[src/irq_unit_consts.vh]
// constants of the interrupt and event-reporting unit
// included by the unit's top design file only, not by its synchroniser or picker; definitions only
`ifndef IRQ_UNIT_CONSTS_VH
`define IRQ_UNIT_CONSTS_VH

`define CLK_PERIOD_NS 50
`define SELFTEST_NS 1000
`define SELFTEST_CYC ((`SELFTEST_NS + `CLK_PERIOD_NS - 1) / `CLK_PERIOD_NS)
`define RESET_STABLE_US 200

`define BIT_SETUP 7
`define BIT_CBUF 6
`define BIT_FLAGS 5
`define BIT_ENUM 2
`define BIT_BUSACT 1
`define BIT_READY 0

`define MASK_RESET 8'hE7
`define MASK_VALID 8'hE7
`define BYTE_ZERO 8'h00

`define ADDR_COMMAND 3'h4

`endif

[src/sync_2ff.v]
// two-stage synchroniser for a group of level signals
// assumes each bit is quasi-static relative to ref_clk
`timescale 1ns/1ps
`default_nettype none
module sync_2ff #(
   parameter WIDTH = 1,
   parameter [WIDTH-1:0] INIT = {WIDTH{1'b0}}
) (
   input wire clk,
   input wire rst_n,
   input wire [WIDTH-1:0] async_in,
   output reg [WIDTH-1:0] sync_out
);
   reg [WIDTH-1:0] meta_q;

   always @(posedge clk or negedge rst_n) begin
      if (!rst_n) begin
         meta_q <= INIT;
         sync_out <= INIT;
      end else begin
         meta_q <= async_in;
         sync_out <= meta_q;
      end
   end
endmodule // sync_2ff
`default_nettype wire

[src/prio_pick.v]
// picks the highest set bit of a request vector as a one-hot word
// purely combinational, same clock domain as its user
`timescale 1ns/1ps
`default_nettype none
module prio_pick #(
   parameter WIDTH = 8
) (
   input wire [WIDTH-1:0] req,
   output reg [WIDTH-1:0] grant
);
   integer i;
   reg found;

   always @* begin
      grant = {WIDTH{1'b0}};
      found = 1'b0;
      for (i = WIDTH - 1; i >= 0; i = i - 1) begin
         if (req[i] && !found) begin
            grant[i] = 1'b1;
            found = 1'b1;
         end
      end
   end
endmodule // prio_pick
`default_nettype wire

[src/usb_bridge_interrupt_unit.v]
// interrupt and event-reporting unit of a usb peripheral bridge
// assumes event inputs come from core logic on ref_clk; master pins are async
// Operation
// six sources, each gated by its mask bit
// enabled event drops request pin, sets bit
// status byte read on low lanes clears
// one request shown, others queued
// register read holds interrupts until data read
// unhandled setup packet sets bit 7
// control buffer available sets bit 6
// any out fifo empty change sets bit 5
// set configuration sets bit 2
// bus activity stop or resume sets bit 1
// self-test done or wake sets bit 0
// valid eeprom: enumeration interrupt replaces ready
// master waits for ready before access
// bus-powered suspend: master orders low power
// pending status shown on read, ready low
// master samples ready when request asserts
// usb bus reset: re-enumerate, then bit 2
// master reconfigures and flushes after re-enumeration
// resume or wake pin leaves low power
// reset held until clock stable 200 us
// highest bit first, pin released per read
`timescale 1ns/1ps
`default_nettype none
`include "irq_unit_consts.vh"
module usb_bridge_interrupt_unit #(
   parameter NUM_OUT_FIFO = 2,
   parameter SELFTEST_CYCLES = `SELFTEST_CYC
) (
   input wire ref_clk,
   input wire reset_n,
   input wire eeprom_desc_valid,
   input wire setup_evt,
   input wire ctrl_buf_evt,
   input wire [NUM_OUT_FIFO-1:0] out_fifo_empty,
   input wire set_config_evt,
   input wire usb_bus_reset,
   input wire link_idle,
   input wire low_power_req,
   input wire mask_wr,
   input wire [7:0] mask_wdata,
   input wire reg_read_start,
   input wire reg_rdata_valid,
   input wire [7:0] reg_rdata,
   input wire wake_pin,
   input wire read_strobe_n,
   input wire bus_drive_enable_n,
   input wire [2:0] fifo_addr,
   output reg irq_request_n,
   output reg ready_pin,
   output reg [7:0] fifo_data_bus_out,
   output reg fifo_data_bus_oe_n,
   output reg [7:0] irq_mask_reg,
   output reg low_power,
   output reg enumeration_done
);
   localparam [2:0] ST_IDLE = 3'b001;
   localparam [2:0] ST_STATUS = 3'b010;
   localparam [2:0] ST_DATA = 3'b100;
   localparam [31:0] ST_CYC_FULL = SELFTEST_CYCLES;
   localparam [15:0] ST_CYC = ST_CYC_FULL[15:0];

   reg [1:0] rst_sync_q;
   wire rst_n = rst_sync_q[1];

   always @(posedge ref_clk or negedge reset_n) begin
      if (!reset_n) begin
         rst_sync_q <= 2'b00;
      end else begin
         rst_sync_q <= {rst_sync_q[0], 1'b1};
      end
   end

   // master pins through two flops each
   wire [5:0] pins_s;
   sync_2ff #(.WIDTH(6), .INIT(6'h00)) u_pin_sync (
      .clk(ref_clk),
      .rst_n(rst_n),
      .async_in({wake_pin, ~read_strobe_n, ~bus_drive_enable_n, fifo_addr}),
      .sync_out(pins_s)
   );
   wire wake_s = pins_s[5];
   wire rd_s = pins_s[4];
   wire oe_s = pins_s[3];
   wire cmd_s = (pins_s[2:0] == `ADDR_COMMAND);

   reg rd_prev_q;
   reg rd_cmd_q;
   reg wake_prev_q;
   reg idle_prev_q;
   reg [NUM_OUT_FIFO-1:0] empty_prev_q;
   reg [2:0] state_q;
   reg [2:0] state_d;
   reg [7:0] pend_q;
   reg [7:0] cause_q;
   reg [7:0] data_q;
   reg hold_q;
   reg data_avail_q;
   reg eeprom_q;
   reg st_done_q;
   reg [15:0] st_cnt_q;

   wire rd_release = rd_prev_q && !rd_s && rd_cmd_q;
   wire wake_rise = wake_s && !wake_prev_q;
   wire st_fire = !st_done_q && (st_cnt_q == ST_CYC);
   wire fifo_change = |(out_fifo_empty ^ empty_prev_q);
   wire idle_change = link_idle ^ idle_prev_q;

   // raw events by status bit
   reg [7:0] ev;
   always @* begin
      ev = `BYTE_ZERO;
      ev[`BIT_SETUP] = setup_evt;
      ev[`BIT_CBUF] = ctrl_buf_evt;
      ev[`BIT_FLAGS] = fifo_change;
      ev[`BIT_ENUM] = set_config_evt || (st_fire && eeprom_q);
      ev[`BIT_BUSACT] = idle_change;
      ev[`BIT_READY] = (st_fire && !eeprom_q) || (low_power && wake_rise);
   end

   wire [7:0] pick;
   prio_pick #(.WIDTH(8)) u_pick (
      .req(pend_q),
      .grant(pick)
   );

   wire take = (state_q == ST_IDLE) && !hold_q && (|pend_q);

   always @* begin
      state_d = state_q;
      case (state_q)
         ST_IDLE: begin
            if (data_avail_q) begin
               state_d = ST_DATA;
            end else if (take) begin
               state_d = ST_STATUS;
            end
         end
         ST_STATUS: begin
            if (rd_release) begin
               state_d = ST_IDLE;
            end
         end
         ST_DATA: begin
            if (rd_release) begin
               state_d = ST_IDLE;
            end
         end
         default: begin
            state_d = ST_IDLE;
         end
      endcase
   end

   // strobe history; address caught while the strobe is low,
   // since a master may drop it together with the strobe
   always @(posedge ref_clk or negedge rst_n) begin
      if (!rst_n) begin
         rd_prev_q <= 1'b0;
         rd_cmd_q <= 1'b0;
      end else begin
         rd_prev_q <= rd_s;
         if (rd_s) begin
            rd_cmd_q <= cmd_s;
         end
      end
   end

   // event history for edge detection
   always @(posedge ref_clk or negedge rst_n) begin
      if (!rst_n) begin
         wake_prev_q <= 1'b0;
         idle_prev_q <= 1'b0;
         empty_prev_q <= {NUM_OUT_FIFO{1'b1}};
      end else begin
         wake_prev_q <= wake_s;
         idle_prev_q <= link_idle;
         empty_prev_q <= out_fifo_empty;
      end
   end

   always @(posedge ref_clk or negedge rst_n) begin
      if (!rst_n) begin
         state_q <= ST_IDLE;
      end else begin
         state_q <= state_d;
      end
   end

   // self-test counter
   always @(posedge ref_clk or negedge rst_n) begin
      if (!rst_n) begin
         st_done_q <= 1'b0;
         st_cnt_q <= 16'h0000;
      end else begin
         if (!st_done_q) begin
            st_cnt_q <= st_cnt_q + 16'h0001;
         end
         if (st_fire) begin
            st_done_q <= 1'b1;
         end
      end
   end

   // strap caught while self-test runs
   always @(posedge ref_clk or negedge rst_n) begin
      if (!rst_n) begin
         eeprom_q <= 1'b0;
      end else if (!st_done_q) begin
         eeprom_q <= eeprom_desc_valid;
      end
   end

   always @(posedge ref_clk or negedge rst_n) begin
      if (!rst_n) begin
         irq_mask_reg <= `MASK_RESET;
      end else begin
         if (mask_wr) begin
            irq_mask_reg <= mask_wdata & `MASK_VALID;
         end
      end
   end

   // new events set after the take clears, so a set wins
   always @(posedge ref_clk or negedge rst_n) begin
      if (!rst_n) begin
         pend_q <= `BYTE_ZERO;
      end else begin
         pend_q <= (pend_q & ~(take ? pick : `BYTE_ZERO)) | (ev & irq_mask_reg);
      end
   end

   always @(posedge ref_clk or negedge rst_n) begin
      if (!rst_n) begin
         irq_request_n <= 1'b1;
      end else begin
         if (take) begin
            irq_request_n <= 1'b0;
         end else if (state_q == ST_IDLE && data_avail_q) begin
            irq_request_n <= 1'b0;
         end else if (rd_release && state_q != ST_IDLE) begin
            irq_request_n <= 1'b1;
         end
      end
   end

   // cause of the offered request, cleared by its read
   always @(posedge ref_clk or negedge rst_n) begin
      if (!rst_n) begin
         cause_q <= `BYTE_ZERO;
      end else begin
         if (take) begin
            cause_q <= pick;
         end else if (rd_release && state_q == ST_STATUS) begin
            cause_q <= `BYTE_ZERO;
         end
      end
   end

   // read request holds interrupts until its data is read
   always @(posedge ref_clk or negedge rst_n) begin
      if (!rst_n) begin
         hold_q <= 1'b0;
      end else begin
         if (reg_read_start) begin
            hold_q <= 1'b1;
         end else if (rd_release && state_q == ST_DATA) begin
            hold_q <= 1'b0;
         end
      end
   end

   always @(posedge ref_clk or negedge rst_n) begin
      if (!rst_n) begin
         data_avail_q <= 1'b0;
      end else begin
         if (hold_q && reg_rdata_valid && !data_avail_q) begin
            data_avail_q <= 1'b1;
         end else if (state_q == ST_IDLE && data_avail_q) begin
            data_avail_q <= 1'b0;
         end
      end
   end

   // register data kept until the master fetches it
   always @(posedge ref_clk or negedge rst_n) begin
      if (!rst_n) begin
         data_q <= `BYTE_ZERO;
      end else begin
         if (hold_q && reg_rdata_valid && !data_avail_q) begin
            data_q <= reg_rdata;
         end
      end
   end

   // ready low while a status byte is offered
   always @(posedge ref_clk or negedge rst_n) begin
      if (!rst_n) begin
         ready_pin <= 1'b0;
      end else begin
         ready_pin <= st_done_q && !low_power && (state_d != ST_STATUS);
      end
   end

   always @(posedge ref_clk or negedge rst_n) begin
      if (!rst_n) begin
         fifo_data_bus_out <= `BYTE_ZERO;
      end else begin
         if (state_q == ST_DATA) begin
            fifo_data_bus_out <= data_q;
         end else if (state_q == ST_STATUS) begin
            fifo_data_bus_out <= cause_q;
         end else begin
            fifo_data_bus_out <= `BYTE_ZERO;
         end
      end
   end

   // drive only while the command port is selected
   always @(posedge ref_clk or negedge rst_n) begin
      if (!rst_n) begin
         fifo_data_bus_oe_n <= 1'b1;
      end else begin
         fifo_data_bus_oe_n <= !(oe_s && cmd_s);
      end
   end

   always @(posedge ref_clk or negedge rst_n) begin
      if (!rst_n) begin
         low_power <= 1'b0;
      end else begin
         if (low_power_req) begin
            low_power <= 1'b1;
         end else if (low_power && (wake_rise || (idle_prev_q && !link_idle))) begin
            low_power <= 1'b0;
         end
      end
   end

   always @(posedge ref_clk or negedge rst_n) begin
      if (!rst_n) begin
         enumeration_done <= 1'b0;
      end else begin
         if (usb_bus_reset) begin
            enumeration_done <= 1'b0;
         end else if (set_config_evt) begin
            enumeration_done <= 1'b1;
         end
      end
   end
endmodule // usb_bridge_interrupt_unit
`default_nettype wire

[config.mk]
export PLATFORM = sky130hd
export DESIGN_NAME = usb_bridge_interrupt_unit
export DESIGN_NICKNAME = d
export VERILOG_FILES = /design/src/sync_2ff.v /design/src/prio_pick.v /design/src/usb_bridge_interrupt_unit.v
export VERILOG_INCLUDE_DIRS = /design/src /design/src/src
export SDC_FILE = /design/constraint.sdc
export NUM_CORES = 1
export LEC_CHECK = 0
export BUFFER_PORTS_ARGS = -buffer_cell sky130_fd_sc_hd__buf_2
export CELL_PAD_IN_SITES_DETAIL_PLACEMENT = 1
export CELL_PAD_IN_SITES_GLOBAL_PLACEMENT = 1
export CORE_UTILIZATION = 35
export CTS_CLUSTER_SIZE = 8
export DETAILED_ROUTE_END_ITERATION = 10
export GPL_TIMING_DRIVEN = 0
export MAX_ROUTING_LAYER = met4
export PLACE_DENSITY = 0.78
export SETUP_SLACK_MARGIN = 0.5
export SLEW_MARGIN = 20
export SYNTH_ARGS = -nofsm -noshare
export SYNTH_HDL_FRONTEND = slang
export SYNTH_SLANG_ARGS = --single-unit
[constraint.sdc]
create_clock -name ref_clk -period 2.36 [get_ports ref_clk]
set_input_delay 0 -clock ref_clk [delete_from_list [all_inputs] [get_ports ref_clk]]
set_output_delay 0 -clock ref_clk [all_outputs]
set_load 0.02 [all_outputs]
==> reports/summary.txt <==
Setup violators final - 0
Crit-path slowest cell - dfstp_2
Buf/Inv on CP - 0
Max clock buf depth - 2
Ys Warns - 0
Clock skew - 0.00984 ns
Worst R2R Setup Slack - 0.57 ns
Launch point of the worst reg-to-reg path - state_q[0]$_DFF_PN1_
Final setup TNS - 0 ns
P_leak - 0.00203 uW
Most common cell in the netlist - dfrtp_1
Max-cap check violation count - 0
CP max FO - 8
Async S/R FF share, synth - 100%
WL per Instance - 14.2 um
Syn-to-layout area delta - 30.8%
Total Wirelength - 7.09 mm
IO buf count - 51
Gr usage total - 15.8%
GPL Wtd Cong - 0.751
Status - finished, final reports clean
Initial drt markers - 105
DP Wirelength - 4.68 mm
Worst skew pair latency - 0.36 ns
Register area - 2170 um^2
Register with the most flip-flops - st_cnt_q
Clock Root Buffer - clkbuf_8
Clock Sinks - 86
CP Capture Type - flop
Peak supply drop - 0.428 mV
CP Launch Type - flop
Die footprint - 9970 um^2
First-pass GRT wire length - 11.7 mm
Layout cells sized above 1 - 28.7%
Most common library cells after synthesis - dfrtp_1 (75), nor2_1 (22), nand2_1 (21)
Reg power frac - 51.3%
Multi-input combinational cell area - 1120 um^2
Max stage delay on crit path - 0.57 ns
Most used DFF post-synth - dfrtp_1
Clk pwr share - 33.2%
Mapped Cells - 264
Vias per cell - 4.61
Initial DRT Pass Iterations - 4
Via count - 2297
Final cell count without fillers - 498
Pwr Density - 783 nW/um^2
Cell accounting for the most synthesized area - dfrtp_1
Switching power - 922 uW
# IOs - 57
Avg Cell Area, Syn - 12.7 um^2
Max-slew violation count - 0
Vias in the first global route - 2421
Final #Nets - 403
Syn Std Cell Area - 3350 um^2
Hold Crit Endpoint - irq_mask_reg[1]$_DFFE_PN1P_
Detail Route Antenna Nets - 0
Crit. path cell count - 4
Cell count after placement - 446
Number of diodes - 0
Clock-pin slew on the worst setup and hold paths - 0.09 ns
Worst Hold Depth - 2
Pint - 2510 uW
Sw Share - 26.9%
Placeable Area - 9240 um^2
Die W - 99.8 um
CP top delay family - simple AND/OR/NAND/NOR gates
Register area share after synthesis - 64.6%
RR Endpoint - cause_q[4]$_DFFE_PN0P_
Min cycle time layout - 1.79 ns
Largest register FFs - 16
HP Class - input pin to flop
Synth top area share - 56.0%
Worst-path cell chain - or4b_4, a31o_4, and2_4, a32o_1
H-Tree Depth - 3
Number of synthesized flops with an enable pin - 0
Max Freq - 0.560 GHz
Arr. time, crit path - 2.04 ns
R2r worst-path depth - 4
Synthesis-stage register bit count - 86
Final hold violation count - 0
Hold_sp - mask_wr
Die height - 99.8 um
GR Overflow Total - 0
Largest net degree at the start of global routing - 53
Worst EP required - 2.61 ns
Logic pwr share - 15.5%
DRC - 0
Std cell rows - 35
Crit share post-route - 75.7%
Synth top area cells - dfrtp_1 (56%), dfstp_2 (8.6%), mux2_2 (5.4%), xnor2_1 (3.4%), nor2_1 (2.5%)
CTS buffer count - 9
Initial antenna violation count - 0
# fillers - 989
Unrepaired setup endpoints after global routing - no
Setup Crit Path Kind - flop to flop
Synth cell types - 47
Starting Density - 36.3%
CTS tree - done
-- layout by cell type (no fill, tap or decap), types with 8 or more instances in the layout --
| cell type | netlist | routed |
|---|---|---|
| dfrtp_1 | 75 | 74 |
| buf_2 | 0 | 51 |
| dlygate4sd3_1 | 0 | 34 |
| nor2_1 | 22 | 22 |
| nand2_1 | 21 | 21 |
| mux2_2 | 16 | 16 |
| xnor2_1 | 13 | 13 |
| inv_1 | 12 | 12 |
| nand3_1 | 11 | 11 |
| dfstp_2 | 11 | 11 |
| clkbuf_8 | 0 | 9 |
| a22oi_1 | 8 | 8 |
-- logic make-up after synthesis --
kind of cell	Yosys count	synth area share, %
muxes	16	5.38
buffers and inverters	19	2.35
other	2	0.224
adders and majority gates	3	1.12
AOI/OAI and AO/OA	35	7.95
DFF	86	64.6
xor gates and xnor gates	17	4.44
and+or+nand+nor	86	13.9
-- stage by stage --
step	hold WS (ns)	total power (uW)	area, um^2	worst slack [ns]	utilization, %
6_report	0.0407	3430	4380	0.574	47.4
2_1_floorplan	-0.296	2090	3360	0.638	-
4_1_cts	0.0299	3460	4360	0.503	47.2
3_5_place_dp	-0.212	2270	3800	0.534	41.2
5_1_grt	0.113	3590	4380	0.530	47.4
3_3_place_gp	-0.215	2230	3770	0.418	40.8
-- routing by layer --
layer	global-route usage, %	vias to the layer above	share of wire (%)
met3	3.13	9	3.5
met4	7.47	0	1.7
met5	-	-	0
li1	-	1108	-
met1	20.1	1127	47
met2	24.4	53	48
-- cell type report --
class,count,area share (%)
Inverter,12,1.03
Clock buffer,9,2.83
Clock inverter,7,2.20
Sequential cell,86,49.5
Tap cell,129,3.68
Timing Repair Buffer,88,14.6
Multi-Input combinational cell,160,25.5
Buffer,7,0.771
-- worst register-to-register path, stage by stage (launching register included) --
cell and delay, ns:
dfstp_2 0.57, or4b_4 0.48, a31o_4 0.26, and2_4 0.17
a32o_1 0.20
-- power by group through the flow --
stage	clock [uW]	sequential [uW]	combinational [uW]
floorplan	0	1820	270
CTS	1170	1770	523
global route	1230	1780	582
finish	1140	1760	532
detailed placement	0	1790	475
global placement	0	1790	437
-- how the worst max path moves through the flow --
| stage | start | endpoint | slack [ns] |
|---|---|---|---|
| after floorplan | state_q[0]$_DFF_PN1_ | cause_q[0]$_DFFE_PN0P_ | 0.64 |
| after global placement | rst_sync_q[1]$_DFF_PN0_ | st_cnt_q[12]$_DFFE_PN0N_ | 0.42 |
| after detailed placement | state_q[0]$_DFF_PN1_ | cause_q[0]$_DFFE_PN0P_ | 0.53 |
| after CTS | state_q[0]$_DFF_PN1_ | cause_q[4]$_DFFE_PN0P_ | 0.50 |
| after global routing | state_q[0]$_DFF_PN1_ | cause_q[0]$_DFFE_PN0P_ | 0.53 |
| final | state_q[0]$_DFF_PN1_ | cause_q[4]$_DFFE_PN0P_ | 0.57 |
-- what timing repair did --
action	in CTS	in global routing
buffers inserted	0	2
gates resized for setup	0	1
hold buffers	34	0
endpoints found under the hold margin	32	0
endpoints found under the setup margin	0	6
Power figures use the tool's default switching activity.
